==> src/hdl/hcdr_defines.svh <==
/*
 * Offsets, field positions, reset values and sizes of the configuration and
 * DMA register group of the embedded host controller.
 * Assumes inclusion by bare name from the design files that need it.
 */
`ifndef HCDR_DEFINES_SVH
`define HCDR_DEFINES_SVH

`define HCDR_ADDR_W 10
`define HCDR_OFS_MODE 10'h300
`define HCDR_OFS_IDENT 10'h304
`define HCDR_OFS_SCRATCH 10'h308
`define HCDR_OFS_SWRST 10'h30C
`define HCDR_OFS_DMACFG 10'h330

`define HCDR_SWRST_ALL_BIT 0
`define HCDR_SWRST_HC_BIT 1
`define HCDR_MODE_BUS32_BIT 8
`define HCDR_MODE_ACKPOL_BIT 6
`define HCDR_MODE_REQPOL_BIT 5

`define HCDR_MODE_RESET 32'h0000_0100
`define HCDR_SCRATCH_RESET 32'h0000_0000
`define HCDR_DMACFG_RESET 32'h0000_0000

`define HCDR_FIFO_WIDTH 32
`define HCDR_FIFO_DEPTH 16
`define HCDR_LEVEL_W 5

`define HCDR_BEATS_SINGLE 5'h01
`define HCDR_BEATS_4 5'h04
`define HCDR_BEATS_8 5'h08
`define HCDR_BEATS_16 5'h10

`endif

==> src/hdl/hcdr_pkg.sv <==
/*
 * Types used by the register group; its transfer FIFO uses none of them.
 * Assumes nothing beyond a SystemVerilog compiler.
 */
`default_nettype none

package hcdr_pkg;

    typedef enum logic [1:0] {
        BURST_SINGLE = 2'b00,
        BURST_4 = 2'b01,
        BURST_8 = 2'b10,
        BURST_16 = 2'b11
    } hcdr_burst_t;

    typedef struct packed {
        logic [23:0] byte_count;
        logic [3:0] rsvd;
        hcdr_burst_t burst_size_sel;
        logic enable;
        logic read_sel;
    } hcdr_dma_cfg_t;

    typedef struct packed {
        logic bus32;
        logic acknowledge_polarity;
        logic request_polarity;
    } hcdr_mode_t;

    typedef enum logic [0:0] {
        ST_IDLE = 1'b0,
        ST_BURST = 1'b1
    } hcdr_state_t;

endpackage : hcdr_pkg

`default_nettype wire

==> src/hdl/hcdr_regs.sv <==
/*
 * Configuration and DMA register group: identity, scratch, software reset,
 * mode bits and DMA configuration, plus the burst engine and its FIFO.
 * Assumes a synchronous register port on REF_CLK and external DMA pins.
 */
// How it works
// - Identity word reads version in high half, chip code in low half; writes ignored.
// - Scratch word resets to zero and reads back exactly what was written.
// - Writing one to bit 1 of reset register resets controller registers below 300h.
// - Writing one to bit 0 resets every register of controller and processor side.
// - Bits 31 to 8 give the byte count; transfer rounds it up to whole beats of the bus width.
// - Bytes per beat follow bus width, so burst count differs for 16 and 32 bits.
// - Burst field picks single, 4, 8 or 16 beats per request.
// - Bit 0 zero moves data into internal RAM; one reads it out.
// - Mode bit 8 picks 16-bit bus at zero, 32-bit at one; resets to 32-bit.
// - Mode bits set request and acknowledge polarity; one is active high.
`include "hcdr_defines.svh"
`default_nettype none

module hcdr_regs #(
    parameter logic [15:0] HW_VERSION = 16'h00A1,  // Arbitrary value.
    parameter logic [15:0] CHIP_CODE = 16'h5A3C    // Arbitrary value.
) (
    // Clock and reset
    input wire logic REF_CLK,
    input wire logic RST_N,
    // Register port
    input wire logic [`HCDR_ADDR_W-1:0] REG_ADDR,
    input wire logic REG_WR,
    input wire logic REG_RD,
    input wire logic [31:0] REG_WDATA,
    output logic [31:0] REG_RDATA,
    output logic REG_RVALID,
    // Reset pulses to the other register groups
    output logic HC_REG_RESET,
    output logic ALL_REG_RESET,
    // DMA pins
    output logic TRANSFER_REQUEST_LINE,
    input wire logic TRANSFER_ACKNOWLEDGE_LINE,
    input wire logic [31:0] DMA_DATA_IN,
    output logic [31:0] DMA_DATA_OUT,
    output logic DMA_DATA_OE,
    // Internal RAM stream
    output logic RAM_WR_VALID,
    input wire logic RAM_WR_READY,
    output logic [31:0] RAM_WR_DATA,
    output logic RAM_RD_REQ,
    input wire logic RAM_RD_VALID,
    input wire logic [31:0] RAM_RD_DATA,
    // Status
    output logic DMA_BUSY,
    output logic DMA_DONE
);

    ////////////////////////////////////////////////////////////////////////////
    // Register port
    hcdr_pkg::hcdr_mode_t mode;
    hcdr_pkg::hcdr_dma_cfg_t cfg;
    hcdr_pkg::hcdr_dma_cfg_t wcfg;
    hcdr_pkg::hcdr_state_t state;
    logic [31:0] scratch;
    logic soft_all;
    logic wr_mode;
    logic wr_scr;
    logic wr_rst;
    logic wr_cfg;
    logic done;

    assign wcfg = REG_WDATA;
    assign wr_mode = REG_WR && (REG_ADDR == `HCDR_OFS_MODE);
    assign wr_scr = REG_WR && (REG_ADDR == `HCDR_OFS_SCRATCH);
    assign wr_rst = REG_WR && (REG_ADDR == `HCDR_OFS_SWRST);
    assign wr_cfg = REG_WR && (REG_ADDR == `HCDR_OFS_DMACFG);

    // Reset requests act one cycle after the write, so the write itself completes.
    always_ff @(posedge REF_CLK or negedge RST_N) begin
        if (!RST_N) begin
            soft_all <= 1'b0;
            HC_REG_RESET <= 1'b0;
            ALL_REG_RESET <= 1'b0;
        end else begin
            soft_all <= wr_rst && REG_WDATA[`HCDR_SWRST_ALL_BIT];
            ALL_REG_RESET <= wr_rst && REG_WDATA[`HCDR_SWRST_ALL_BIT];
            HC_REG_RESET <= wr_rst && (REG_WDATA[`HCDR_SWRST_HC_BIT]
                || REG_WDATA[`HCDR_SWRST_ALL_BIT]);
        end
    end

    always_ff @(posedge REF_CLK or negedge RST_N) begin
        if (!RST_N) begin
            mode <= {1'b1, 1'b0, 1'b0};
        end else if (soft_all) begin
            mode <= {1'b1, 1'b0, 1'b0};
        end else if (wr_mode) begin
            mode <= {REG_WDATA[`HCDR_MODE_BUS32_BIT], REG_WDATA[`HCDR_MODE_ACKPOL_BIT],
                REG_WDATA[`HCDR_MODE_REQPOL_BIT]};
        end
    end

    always_ff @(posedge REF_CLK or negedge RST_N) begin
        if (!RST_N) begin
            scratch <= `HCDR_SCRATCH_RESET;
        end else if (soft_all) begin
            scratch <= `HCDR_SCRATCH_RESET;
        end else if (wr_scr) begin
            scratch <= REG_WDATA;
        end
    end

    // A software write beats the hardware clear of the enable bit at completion.
    always_ff @(posedge REF_CLK or negedge RST_N) begin
        if (!RST_N) begin
            cfg <= `HCDR_DMACFG_RESET;
        end else if (soft_all) begin
            cfg <= `HCDR_DMACFG_RESET;
        end else if (wr_cfg) begin
            cfg <= {wcfg.byte_count, 4'h0, wcfg.burst_size_sel, wcfg.enable,
                wcfg.read_sel};
        end else if (done) begin
            cfg.enable <= 1'b0;
        end
    end

    // Reserved bits and the self-clearing reset word read as zero.
    always_ff @(posedge REF_CLK or negedge RST_N) begin
        if (!RST_N) begin
            REG_RDATA <= 32'h0000_0000;
            REG_RVALID <= 1'b0;
        end else begin
            REG_RVALID <= REG_RD;
            if (REG_RD) begin
                unique case (REG_ADDR)
                    `HCDR_OFS_MODE: REG_RDATA <= (32'(mode.bus32) << `HCDR_MODE_BUS32_BIT)
                        | (32'(mode.acknowledge_polarity) << `HCDR_MODE_ACKPOL_BIT)
                        | (32'(mode.request_polarity) << `HCDR_MODE_REQPOL_BIT);
                    `HCDR_OFS_IDENT: REG_RDATA <= {HW_VERSION, CHIP_CODE};
                    `HCDR_OFS_SCRATCH: REG_RDATA <= scratch;
                    `HCDR_OFS_DMACFG: REG_RDATA <= cfg;
                    default: REG_RDATA <= 32'h0000_0000;
                endcase
            end
        end
    end

    ////////////////////////////////////////////////////////////////////////////
    // Pin synchronisers and acknowledge edge
    logic ack_s1;
    logic ack_s2;
    logic ack_prev;
    logic [31:0] din_s1;
    logic [31:0] din_s2;
    logic ack_act;
    logic beat;

    always_ff @(posedge REF_CLK or negedge RST_N) begin
        if (!RST_N) begin
            // The pin idles high under the reset polarity, so no false edge follows reset.
            ack_s1 <= 1'b1;
            ack_s2 <= 1'b1;
            ack_prev <= 1'b0;
            din_s1 <= 32'h0000_0000;
            din_s2 <= 32'h0000_0000;
        end else begin
            ack_s1 <= TRANSFER_ACKNOWLEDGE_LINE;
            ack_s2 <= ack_s1;
            ack_prev <= ack_act;
            din_s1 <= DMA_DATA_IN;
            din_s2 <= din_s1;
        end
    end

    assign ack_act = ~(ack_s2 ^ mode.acknowledge_polarity);
    assign beat = ack_act && !ack_prev && (state == hcdr_pkg::ST_BURST);

    ////////////////////////////////////////////////////////////////////////////
    // Burst engine
    logic active;
    logic [23:0] beats_left;
    logic [23:0] fetch_left;
    logic [4:0] burst_left;
    logic [4:0] burst_beats;
    logic [4:0] need;
    logic [23:0] next_beats;
    logic burst_ok;
    logic rd_pending;
    logic flush;
    logic fifo_in_valid;
    logic fifo_in_ready;
    logic [31:0] fifo_in_data;
    logic fifo_out_valid;
    logic fifo_out_ready;
    logic [31:0] fifo_out_data;
    logic [`HCDR_LEVEL_W-1:0] level;

    always_comb begin
        unique case (cfg.burst_size_sel)
            hcdr_pkg::BURST_SINGLE: burst_beats = `HCDR_BEATS_SINGLE;
            hcdr_pkg::BURST_4: burst_beats = `HCDR_BEATS_4;
            hcdr_pkg::BURST_8: burst_beats = `HCDR_BEATS_8;
            hcdr_pkg::BURST_16: burst_beats = `HCDR_BEATS_16;
        endcase
    end

    // A partial last beat still counts as a beat; its unused bytes are don't-care.
    assign next_beats = mode.bus32 ? 24'((25'(wcfg.byte_count) + 25'h3) >> 2)
        : 24'((25'(wcfg.byte_count) + 25'h1) >> 1);
    assign need = (beats_left < 24'(burst_beats)) ? beats_left[4:0] : burst_beats;
    // Inbound bursts wait for room for the whole burst, outbound for all its words.
    assign burst_ok = cfg.read_sel ? (level >= need)
        : ((6'(level) + 6'(need)) <= 6'(`HCDR_FIFO_DEPTH));
    assign done = active && (beats_left == 24'h0) && (state == hcdr_pkg::ST_IDLE)
        && (cfg.read_sel || (!fifo_out_valid && !RAM_WR_VALID));
    assign flush = soft_all || (wr_cfg && !wcfg.enable);

    always_ff @(posedge REF_CLK or negedge RST_N) begin
        if (!RST_N) begin
            active <= 1'b0;
            beats_left <= 24'h0;
            burst_left <= 5'h00;
            state <= hcdr_pkg::ST_IDLE;
        end else if (flush) begin
            active <= 1'b0;
            beats_left <= 24'h0;
            burst_left <= 5'h00;
            state <= hcdr_pkg::ST_IDLE;
        end else if (wr_cfg && wcfg.enable && !active) begin
            active <= 1'b1;
            beats_left <= next_beats;
        end else begin
            if (done) begin
                active <= 1'b0;
            end
            unique case (state)
                hcdr_pkg::ST_IDLE: begin
                    if (active && (beats_left != 24'h0) && burst_ok) begin
                        state <= hcdr_pkg::ST_BURST;
                        burst_left <= need;
                    end
                end
                hcdr_pkg::ST_BURST: begin
                    if (beat) begin
                        beats_left <= beats_left - 24'h1;
                        burst_left <= burst_left - 5'h01;
                        if (burst_left == 5'h01) begin
                            state <= hcdr_pkg::ST_IDLE;
                        end
                    end
                end
            endcase
        end
    end

    // One RAM read is outstanding at most, and only while the FIFO has room.
    always_ff @(posedge REF_CLK or negedge RST_N) begin
        if (!RST_N) begin
            fetch_left <= 24'h0;
            rd_pending <= 1'b0;
            RAM_RD_REQ <= 1'b0;
        end else if (flush) begin
            fetch_left <= 24'h0;
            rd_pending <= 1'b0;
            RAM_RD_REQ <= 1'b0;
        end else if (wr_cfg && wcfg.enable && !active) begin
            fetch_left <= wcfg.read_sel ? next_beats : 24'h0;
        end else begin
            RAM_RD_REQ <= 1'b0;
            if (RAM_RD_VALID) begin
                rd_pending <= 1'b0;
            end
            if (fetch_left != 24'h0 && !rd_pending && !RAM_RD_REQ && fifo_in_ready) begin
                RAM_RD_REQ <= 1'b1;
                rd_pending <= 1'b1;
                fetch_left <= fetch_left - 24'h1;
            end
        end
    end

    ////////////////////////////////////////////////////////////////////////////
    // Data path
    assign fifo_in_valid = cfg.read_sel ? RAM_RD_VALID : beat;
    assign fifo_in_data = cfg.read_sel ? RAM_RD_DATA
        : (mode.bus32 ? din_s2 : {16'h0000, din_s2[15:0]});
    assign fifo_out_ready = cfg.read_sel ? beat : (!RAM_WR_VALID || RAM_WR_READY);

    hcdr_fifo #(
        .WIDTH(`HCDR_FIFO_WIDTH),
        .DEPTH(`HCDR_FIFO_DEPTH)
    ) u_fifo (
        .clk(REF_CLK),
        .rst_n(RST_N),
        .flush(flush),
        .in_valid(fifo_in_valid),
        .in_ready(fifo_in_ready),
        .in_data(fifo_in_data),
        .out_valid(fifo_out_valid),
        .out_ready(fifo_out_ready),
        .out_data(fifo_out_data),
        .level(level)
    );

    always_ff @(posedge REF_CLK or negedge RST_N) begin
        if (!RST_N) begin
            RAM_WR_VALID <= 1'b0;
            RAM_WR_DATA <= 32'h0000_0000;
        end else if (flush) begin
            RAM_WR_VALID <= 1'b0;
        end else if (!cfg.read_sel && fifo_out_ready) begin
            RAM_WR_VALID <= fifo_out_valid;
            RAM_WR_DATA <= fifo_out_data;
        end else if (RAM_WR_READY) begin
            RAM_WR_VALID <= 1'b0;
        end
    end

    always_ff @(posedge REF_CLK or negedge RST_N) begin
        if (!RST_N) begin
            TRANSFER_REQUEST_LINE <= 1'b1;
            DMA_DATA_OUT <= 32'h0000_0000;
            DMA_DATA_OE <= 1'b0;
            DMA_BUSY <= 1'b0;
            DMA_DONE <= 1'b0;
        end else begin
            TRANSFER_REQUEST_LINE <= ~((state == hcdr_pkg::ST_BURST)
                ^ mode.request_polarity);
            DMA_DATA_OE <= cfg.read_sel && (state == hcdr_pkg::ST_BURST);
            if (beat && cfg.read_sel) begin
                DMA_DATA_OUT <= mode.bus32 ? fifo_out_data
                    : {16'h0000, fifo_out_data[15:0]};
            end
            DMA_BUSY <= active;
            DMA_DONE <= done;
        end
    end

    ////////////////////////////////////////////////////////////////////////////
    // Checks
    ident_read_a: assert property (@(posedge REF_CLK) disable iff (!RST_N)
        REG_RD && REG_ADDR == `HCDR_OFS_IDENT |=> REG_RDATA == {HW_VERSION, CHIP_CODE})
        else $error("Identity read wrong");
    scratch_echo_a: assert property (@(posedge REF_CLK) disable iff (!RST_N)
        wr_scr && !soft_all |=> scratch == $past(REG_WDATA)) else $error("Scratch lost");
    hc_reset_pulse_a: assert property (@(posedge REF_CLK) disable iff (!RST_N)
        wr_rst && REG_WDATA[`HCDR_SWRST_HC_BIT] |=> HC_REG_RESET)
        else $error("Controller reset missing");
    all_reset_clear_a: assert property (@(posedge REF_CLK) disable iff (!RST_N)
        wr_rst && REG_WDATA[`HCDR_SWRST_ALL_BIT] |=> ##1 scratch == 32'h0 && !active
        && mode.bus32) else $error("Full reset incomplete");
    beat_count_a: assert property (@(posedge REF_CLK) disable iff (!RST_N)
        wr_cfg && wcfg.enable && !active && !soft_all |=> beats_left ==
        (mode.bus32 ? 24'((25'($past(wcfg.byte_count)) + 25'h3) >> 2)
        : 24'((25'($past(wcfg.byte_count)) + 25'h1) >> 1))) else $error("Beat count wrong");
    burst_size_a: assert property (@(posedge REF_CLK) disable iff (!RST_N)
        $rose(state == hcdr_pkg::ST_BURST) |-> burst_left <= burst_beats
        && burst_left != 5'h00) else $error("Burst size wrong");
    dir_path_a: assert property (@(posedge REF_CLK) disable iff (!RST_N)
        beat && !cfg.read_sel |-> fifo_in_valid && !RAM_RD_REQ) else $error("Direction wrong");
    terminate_a: assert property (@(posedge REF_CLK) disable iff (!RST_N)
        wr_cfg && !wcfg.enable |=> !active ##1 (TRANSFER_REQUEST_LINE
        == !mode.request_polarity)) else $error("Stop ignored");
    req_polarity_a: assert property (@(posedge REF_CLK) disable iff (!RST_N)
        ##1 TRANSFER_REQUEST_LINE == ($past(state == hcdr_pkg::ST_BURST)
        ~^ $past(mode.request_polarity))) else $error("Request polarity wrong");

    write_done_c: cover property (@(posedge REF_CLK) disable iff (!RST_N)
        DMA_DONE && !cfg.read_sel);
    read_done_c: cover property (@(posedge REF_CLK) disable iff (!RST_N)
        DMA_DONE && cfg.read_sel && !mode.bus32);
    abort_c: cover property (@(posedge REF_CLK) disable iff (!RST_N)
        (state == hcdr_pkg::ST_BURST) ##1 flush);

endmodule : hcdr_regs

`default_nettype wire

==> src/hdl/hcdr_fifo.sv <==
/*
 * Flip-flop FIFO with valid/ready on both sides and a fill level.
 * Assumes one clock, an active-low asynchronous reset and a synchronous flush.
 */
`default_nettype none

module hcdr_fifo #(
    parameter int WIDTH = 32,
    parameter int DEPTH = 16
) (
    // Clock and reset
    input wire logic clk,
    input wire logic rst_n,
    input wire logic flush,
    // Fill side
    input wire logic in_valid,
    output logic in_ready,
    input wire logic [WIDTH-1:0] in_data,
    // Drain side
    output logic out_valid,
    input wire logic out_ready,
    output logic [WIDTH-1:0] out_data,
    output logic [$clog2(DEPTH):0] level
);
    localparam int AW = $clog2(DEPTH);

    logic [WIDTH-1:0] mem [DEPTH];
    logic [AW-1:0] wr_ptr;
    logic [AW-1:0] rd_ptr;
    logic push;
    logic pop;

    assign in_ready = (level != (AW+1)'(DEPTH));
    assign out_valid = (level != '0);
    assign out_data = mem[rd_ptr];
    assign push = in_valid && in_ready;
    assign pop = out_valid && out_ready;

    always_ff @(posedge clk) begin
        if (push) begin
            mem[wr_ptr] <= in_data;
        end
    end

    always_ff @(posedge clk or negedge rst_n) begin
        if (!rst_n) begin
            wr_ptr <= '0;
            rd_ptr <= '0;
            level <= '0;
        end else if (flush) begin
            wr_ptr <= '0;
            rd_ptr <= '0;
            level <= '0;
        end else begin
            if (push) begin
                wr_ptr <= AW'(wr_ptr + 1'b1);
            end
            if (pop) begin
                rd_ptr <= AW'(rd_ptr + 1'b1);
            end
            level <= (AW+1)'(level + push - pop);
        end
    end

    fifo_bound_a: assert property (@(posedge clk) disable iff (!rst_n)
        level <= (AW+1)'(DEPTH)) else $error("FIFO level above depth");

endmodule : hcdr_fifo

`default_nettype wire

==> config.mk <==
export PLATFORM = sky130hd
export DESIGN_NAME = hcdr_regs
export DESIGN_NICKNAME = d
export VERILOG_FILES = /design/src/hdl/hcdr_pkg.sv /design/src/hdl/hcdr_regs.sv /design/src/hdl/hcdr_fifo.sv
export VERILOG_INCLUDE_DIRS = /design/src /design/src/hdl
export SDC_FILE = /design/constraint.sdc
export NUM_CORES = 1
export LEC_CHECK = 0
export BUFFER_PORTS_ARGS = -buffer_cell sky130_fd_sc_hd__buf_2
export CORE_ASPECT_RATIO = 0.8
export CORE_MARGIN = 5
export CORE_UTILIZATION = 33
export CTS_CLUSTER_SIZE = 12
export DETAILED_ROUTE_END_ITERATION = 10
export PLACE_DENSITY_LB_ADDON = 0.08
export RECOVER_POWER = 100
export SLEW_MARGIN = 20
export SYNTH_ARGS = -nofsm -noshare
export SYNTH_HDL_FRONTEND = slang
export SYNTH_SLANG_ARGS = --single-unit
==> constraint.sdc <==
create_clock -name REF_CLK -period 5.3 [get_ports REF_CLK]
set_input_delay 0.53 -clock REF_CLK [delete_from_list [all_inputs] [get_ports REF_CLK]]
set_output_delay 0.53 -clock REF_CLK [all_outputs]
set_load 0.02 [all_outputs]
* Yosys cells after proc, flatten, opt, wreduce, memory -nomap -nowiden
Memories as Yosys holds them, arrays and structs flattened.
Index checks and enable logic that the tools add are counted.
W data, S select, Z words.
** Word-level totals
- Bits in registers :: 308
- Memory bits (writable) :: 512
- Input bits :: 113
- Output and inout bits :: 105
- Logic and storage cells :: 185
- Memories :: 1
** Memories
- u_fifo.mem :: words 16, bits a word 32, read ports 1, clocked after memory_dff 0, write ports 1, line hcdr_fifo.sv:27 : logic [WIDTH-1:0] mem [DEPTH];
** Cells by class
- Add/subtract/negate cells :: 10
- Magnitude comparators :: 3
- Equality and inequality tests :: 13
- Multiplexer cells :: 57
- Bitwise operators :: 8
- Reductions and logical operators :: 58
** Operators by type and width (count)
- $mux W24 :: 9
- $mux W32 :: 6
- $pmux W32 S4 :: 1
- $eq A10 B10 Y1 const B :: 5
- $reduce_bool A24 Y1 :: 2
- $sub A24 B1 Y24 const B :: 2
- $mux W30 :: 1
- $mux W5 :: 6
- $add A24 B1 Y25 const B :: 1
- $add A24 B2 Y25 const B :: 1
- $logic_and A1 B1 Y1 :: 25
- $mux W1 :: 25
- $logic_not A24 Y1 :: 1
- $lt A24 B5 Y1 :: 1
- $reduce_bool A3 Y1 :: 7
- $pmux W5 S4 :: 1
- $mux W4 :: 4
- $pmux W5 S2 :: 1
- $reduce_bool A2 Y1 :: 5
- $or A9 B6 Y9 :: 1
- $or A9 B7 Y9 :: 1
- $add A4 B1 Y4 const B :: 2
- $logic_not A1 Y1 :: 8
- $add A5 B5 Y6 :: 1
- 21 further kinds :: 32

* Longest topological paths before layout
- Depth in word-level cells :: 12
- Mapped depth :: 16
- Mapped depth without buffers :: 16

* Modules after synthesis
A second synthesis with hierarchy kept.
** Unflattened totals
- Cell total of the unflattened synthesis :: 2375
- Area, all modules :: 34471.8 um^2
** Modules (own cells, without submodules)
- hcdr_fifo :: instances 1, cells each 1024, area each 20504.7 um^2, sequential area each 15700.1 um^2
- hcdr_regs :: instances 1, cells each 1351, area each 13967.1 um^2, sequential area each 7287.0 um^2

* Worst setup path before layout
No wires, ideal clock.
- Kind :: flip-flop to flip-flop
- From :: register beats_left[18]
- To :: register burst_left[2]
- Library setup time :: 137 ps
- Arrival :: 3823 ps
- Data required time :: 5163 ps
- Path slack :: 1340 ps
- Cell stages (with the launch flop) :: 15
- Buffers on the path :: 0
- Period minus slack after synthesis :: 3960 ps
- Cell sequence :: dfrtp_1 -> or4_4 -> or4_4 -> nor4b_4 -> nand2_1 -> o31ai_1 -> ha_1 -> fa_1 -> nor2b_1 -> o2111ai_1 -> a21oi_1 -> and3b_1 -> o21ai_1 -> mux2i_1 -> a31oi_1
** On the way
- Longest elaborated chain between the ends :: 8
- Elaborated cells between the ends (all ways) :: 15
- Those cells by class :: 1 x add/sub; 3 x order compare; 1 x eq/ne; 6 x mux; 4 x reduce/logical
** RTL lines
- start, declared :: line hcdr_regs.sv:178 : logic [23:0] beats_left;
- start signal, assigned :: line hcdr_regs.sv:228 : beats_left <= next_beats;
- start signal, assigned :: line hcdr_regs.sv:242 : beats_left <= beats_left - 24'h1;
- $lt A24 B5 Y1 :: line hcdr_regs.sv:207 : assign need = (beats_left < 24'(burst_beats)) ? beats_left[4:0] : burst_beats;
- $mux W5 :: line hcdr_regs.sv:207
- $add A5 B5 Y6 :: line hcdr_regs.sv:210 : : ((6'(level) + 6'(need)) <= 6'(`HCDR_FIFO_DEPTH));
- $le A6 B5 Y1 :: line hcdr_regs.sv:210
- $mux W1 :: line hcdr_regs.sv:209 : assign burst_ok = cfg.read_sel ? (level >= need)
- $logic_and A1 B1 Y1 :: line hcdr_regs.sv:235 : if (active && (beats_left != 24'h0) && burst_ok) begin
- $ne A3 B2 Y1 (no line)
- $reduce_and A3 Y1 (no line)
- end signal, assigned :: line hcdr_regs.sv:237 : burst_left <= need;
- end signal, assigned :: line hcdr_regs.sv:243 : burst_left <= burst_left - 5'h01;
- end, declared :: line hcdr_regs.sv:180 : logic [4:0] burst_left;
Parallel ways exist; a longest one is shown, timed or not. The select of a mux whose other input is x is not followed.
A chain may end at the register's enable or synchronous reset.

* Worst setup path after layout
Ends and elaborated chain as after synthesis.

==> impl_metrics.env <==
export IMPL_drtAntennaViolNets=0
export IMPL_power_uw=18140
export IMPL_power_density_nw_per_um2=452.6
export IMPL_p_clk_share_pct=34.1
export IMPL_layout_drive_gt1_share_pct=16.42
export IMPL_final_cell_mix="edfxtp_1, dfrtp_1, nand2_1, a21oi_1, clkbuf_1"
export IMPL_crit_required_ns=5.75
export IMPL_final_common_cell="edfxtp_1"
export IMPL_core_region_area_um2=102900
export IMPL_async_reset_ff_share_pct=37.25
export IMPL_synthCells=2439
export IMPL_tritoncts="yes"
export IMPL_numPortBuffers=217
export IMPL_pin_count=218
export IMPL_status="finished with violations"
export IMPL_ys_seq_elements=816
export IMPL_fp_row_count=105
export IMPL_report_final_hold_viol_count=0
export IMPL_rr_startpoint="beats_left[18]$_DFFE_PN0P_"
export IMPL_yosysWarnings=0
export IMPL_dr_total_vias=21550
export IMPL_rr_worst_depth=14
export IMPL_antenna_found_initial=6
export IMPL_yosysTopAreaCellShare_pct=44.82
export IMPL_grt_first_pass_wirelength_um=146900
export IMPL_cp_end_kind="flip-flop"
export IMPL_synth_distinct_cells=74
export IMPL_worst_pin_slew_ns=2.665
export IMPL_start_kind="flip-flop"
export IMPL_post_route_period_util_pct=89.82
export IMPL_ys_seq_area_share_pct=67.00
export IMPL_cts_setup_buffers=0
export IMPL_final_util_pct=38.96
export IMPL_die_height_um=298.4
export IMPL_synth_area_leader_cell="edfxtp_1"
export IMPL_overflow=0
export IMPL_drv_cap=19
export IMPL_synth_area_leaders="edfxtp_1, dfrtp_1, mux4_2"
export IMPL_swShare_pct=31.29
export IMPL_area_growth_pct=16.81
export IMPL_start_util_pct=33.35
export IMPL_min_path_cells=3
export IMPL_drc=0
export IMPL_drt_total_wl_um=98420
export IMPL_dr_first_iter_drc_count=1506
export IMPL_switchingPower_uw=5675
export IMPL_dieArea_um2=110500
export IMPL_fmax_mhz=210.1
export IMPL_regToRegSetupSlack_ns=0.54
export IMPL_leakage_uw=0.01473
export IMPL_irDropWorstVdd_v=0.0003373
export IMPL_finClkSkew_ns=0.02025
export IMPL_grt_max_degree=135
export IMPL_p_seq_share_pct=42.1
export IMPL_cts_root_buf="clkbuf_16"
export IMPL_viasPerCell=5.191
export IMPL_relSlewSlack_pct=-77.69
export IMPL_synth_nets=2585
export IMPL_num_nets_final=2828
export IMPL_htree_levels=3
export IMPL_synthFlopType="edfxtp_1"
export IMPL_violations="capacitance limit, slew limit"
export IMPL_min_from="REG_WDATA[4]"
export IMPL_clockBufferDepth=3
export IMPL_r2r_end="burst_left[2]$_DFFE_PN0P_"
export IMPL_power_share_combinational_pct=23.8
export IMPL_p_int_uw=12460
export IMPL_setup_viol=0
export IMPL_rsz0062_at_grt="no"
export IMPL_grt_pass1_vias=22220
export IMPL_cts_buffers=92
export IMPL_avgRoutedWirePerCell_um=23.71
export IMPL_fin_tns_setup_ns=0
export IMPL_place_congestion=0.8283
export IMPL_clkLatencyLatePin_ns=0.67
export IMPL_worst_hold_path_endpoint="scratch[4]$_DFFE_PN0P_"
export IMPL_synthesis_area_um2=34310
export IMPL_critPathArrivalTime_ns=5.21
export IMPL_dp_hpwl_um=62040
export IMPL_path_class="flip-flop to flip-flop"
export IMPL_syn_area_per_cell_um2=14.07
export IMPL_cp_max_fo=7
export IMPL_slew_violations=558
export IMPL_timing_final_crit_period_ns=4.761
export IMPL_dieWidth_um=370.5
export IMPL_path_clk_slew_ns=0.06
export IMPL_hold_path_class="input port to flip-flop"
export IMPL_synth_edf_count=512
export IMPL_first_pass_iters=5
export IMPL_gr_usage_all_layers_pct=17.64
export IMPL_clock_sinks=816
==> routing by layer <==
layer  vias to the layer above  track usage [%]  routed length [um]
met4                         4            4.378                2159
met2                       543            26.41               43030
met1                     11110            26.45               48420
met3                       137            3.401                4788
li1                       9756                -                   -
met5                         -                0                  27
==> flip-flops by register name, indices dropped and copies added (netlist names), 3 cells and up <==
name and flops:
u_fifo.mem 512, DMA_DATA_OUT 32, RAM_WR_DATA 32, REG_RDATA 32, din_s1 32, din_s2 32
scratch 32, cfg 28, beats_left 24, fetch_left 24, burst_left 5, u_fifo.level 5
u_fifo.rd_ptr 4, u_fifo.wr_ptr 4, mode 3
==> per-stage QoR <==
| stage | cell area [um^2] | setup WS (ns) | instances | hold slack [ns] |
|---|---|---|---|---|
| 3_3_place_gp | 37070 | 0.7837 | 3944 | 0.3328 |
| 4_1_cts | 40340 | 0.7556 | 4149 | 0.04205 |
| 3_5_place_dp | 37070 | 0.7645 | 3944 | 0.3347 |
| 6_report | 40070 | 0.5395 | 4151 | 0.09818 |
| 2_1_floorplan | 34310 | 1.340 | 2439 | 0.2344 |
| 5_1_grt | 40070 | 0.1929 | 4150 | 0.07593 |
==> how the worst max path moves through the flow <==
stage / end / depth (start not counted) / slack (ns) / from
final: burst_left[2]$_DFFE_PN0P_ / 14 / 0.54 / beats_left[18]$_DFFE_PN0P_
after global placement: burst_left[3]$_DFFE_PN0P_ / 14 / 0.78 / beats_left[18]$_DFFE_PN0P_
after CTS: burst_left[2]$_DFFE_PN0P_ / 14 / 0.76 / beats_left[18]$_DFFE_PN0P_
after detailed placement: burst_left[2]$_DFFE_PN0P_ / 14 / 0.76 / beats_left[18]$_DFFE_PN0P_
after floorplan: burst_left[2]$_DFFE_PN0P_ / 14 / 1.34 / beats_left[18]$_DFFE_PN0P_
after global routing: u_fifo.mem[12][27]$_DFFE_PP_ / 7 / 0.19 / state$_DFFE_PN0N_
==> power groups by stage <==
stage	clock [uW]	combinational (uW)	sequential, uW
2_1_floorplan	0	3000	7600
3_3_place_gp	0	4360	7750
3_5_place_dp	0	4420	7770
4_1_cts	6400	4460	7640
5_1_grt	6670	4750	7690
6_report	6190	4310	7640
==> repair_timing <==
action | 4_1_cts | 5_1_grt
endpoints found under the hold margin | 100 | 0
gates resized for setup | 0 | 0
hold buffers | 34 | 0
==> Yosys cell counts (all sizes together), types with 49 or more instances <==
cell	count
edfxtp	512
dfrtp	300
nand2	220
a21oi	168
clkbuf	126
mux2i	111
o21ai	106
nor2	102
mux2	101
mux4	67
inv	52
a22oi	49
==> worst max-delay path: stages, from the launching register on <==
cell and delay (ns):
dfrtp_1 0.42, or4_1 0.58, or4_1 0.57, nor4b_4 0.47, nand2_1 0.10, o31ai_1 0.19, ha_1 0.31, fa_1 0.43
nor2b_1 0.18, o2111ai_1 0.13, a21oi_1 0.16, and3b_1 0.22, o21ai_1 0.45, mux2i_1 0.24, a31oi_1 0.09
==> layout make-up <==
| class | instances | area, um^2 |
|---|---|---|
| Fill cell | 9732 | 62790 |
| Timing Repair Buffer | 301 | 1662 |
| Inverter | 53 | 198.9 |
| Clock inverter | 40 | 300.3 |
| Sequential cell | 816 | 23000 |
| Tap cell | 1391 | 1740 |
| Clock buffer | 131 | 2625 |
| Antenna cell | 1 | 2.502 |
| Multi-Input combinational cell | 1418 | 10550 |
==> kinds of logic (layout without fill, tap and decap cells) <==
group | count (synthesis) | after routing | share of synthesized area, %
flip-flops | 816 | 816 | 67.00
AND/OR/NAND/NOR | 537 | 537 | 7.535
AO/OA/AOI/OAI | 506 | 506 | 9.366
multiplexers | 279 | 279 | 10.95
buffers and inverters | 205 | 525 | 2.287
XOR/XNOR | 63 | 63 | 1.608
adder cells (fa/ha/maj) | 33 | 33 | 1.247
other | 0 | 1 | 0
Power figures use the tool's default switching activity.
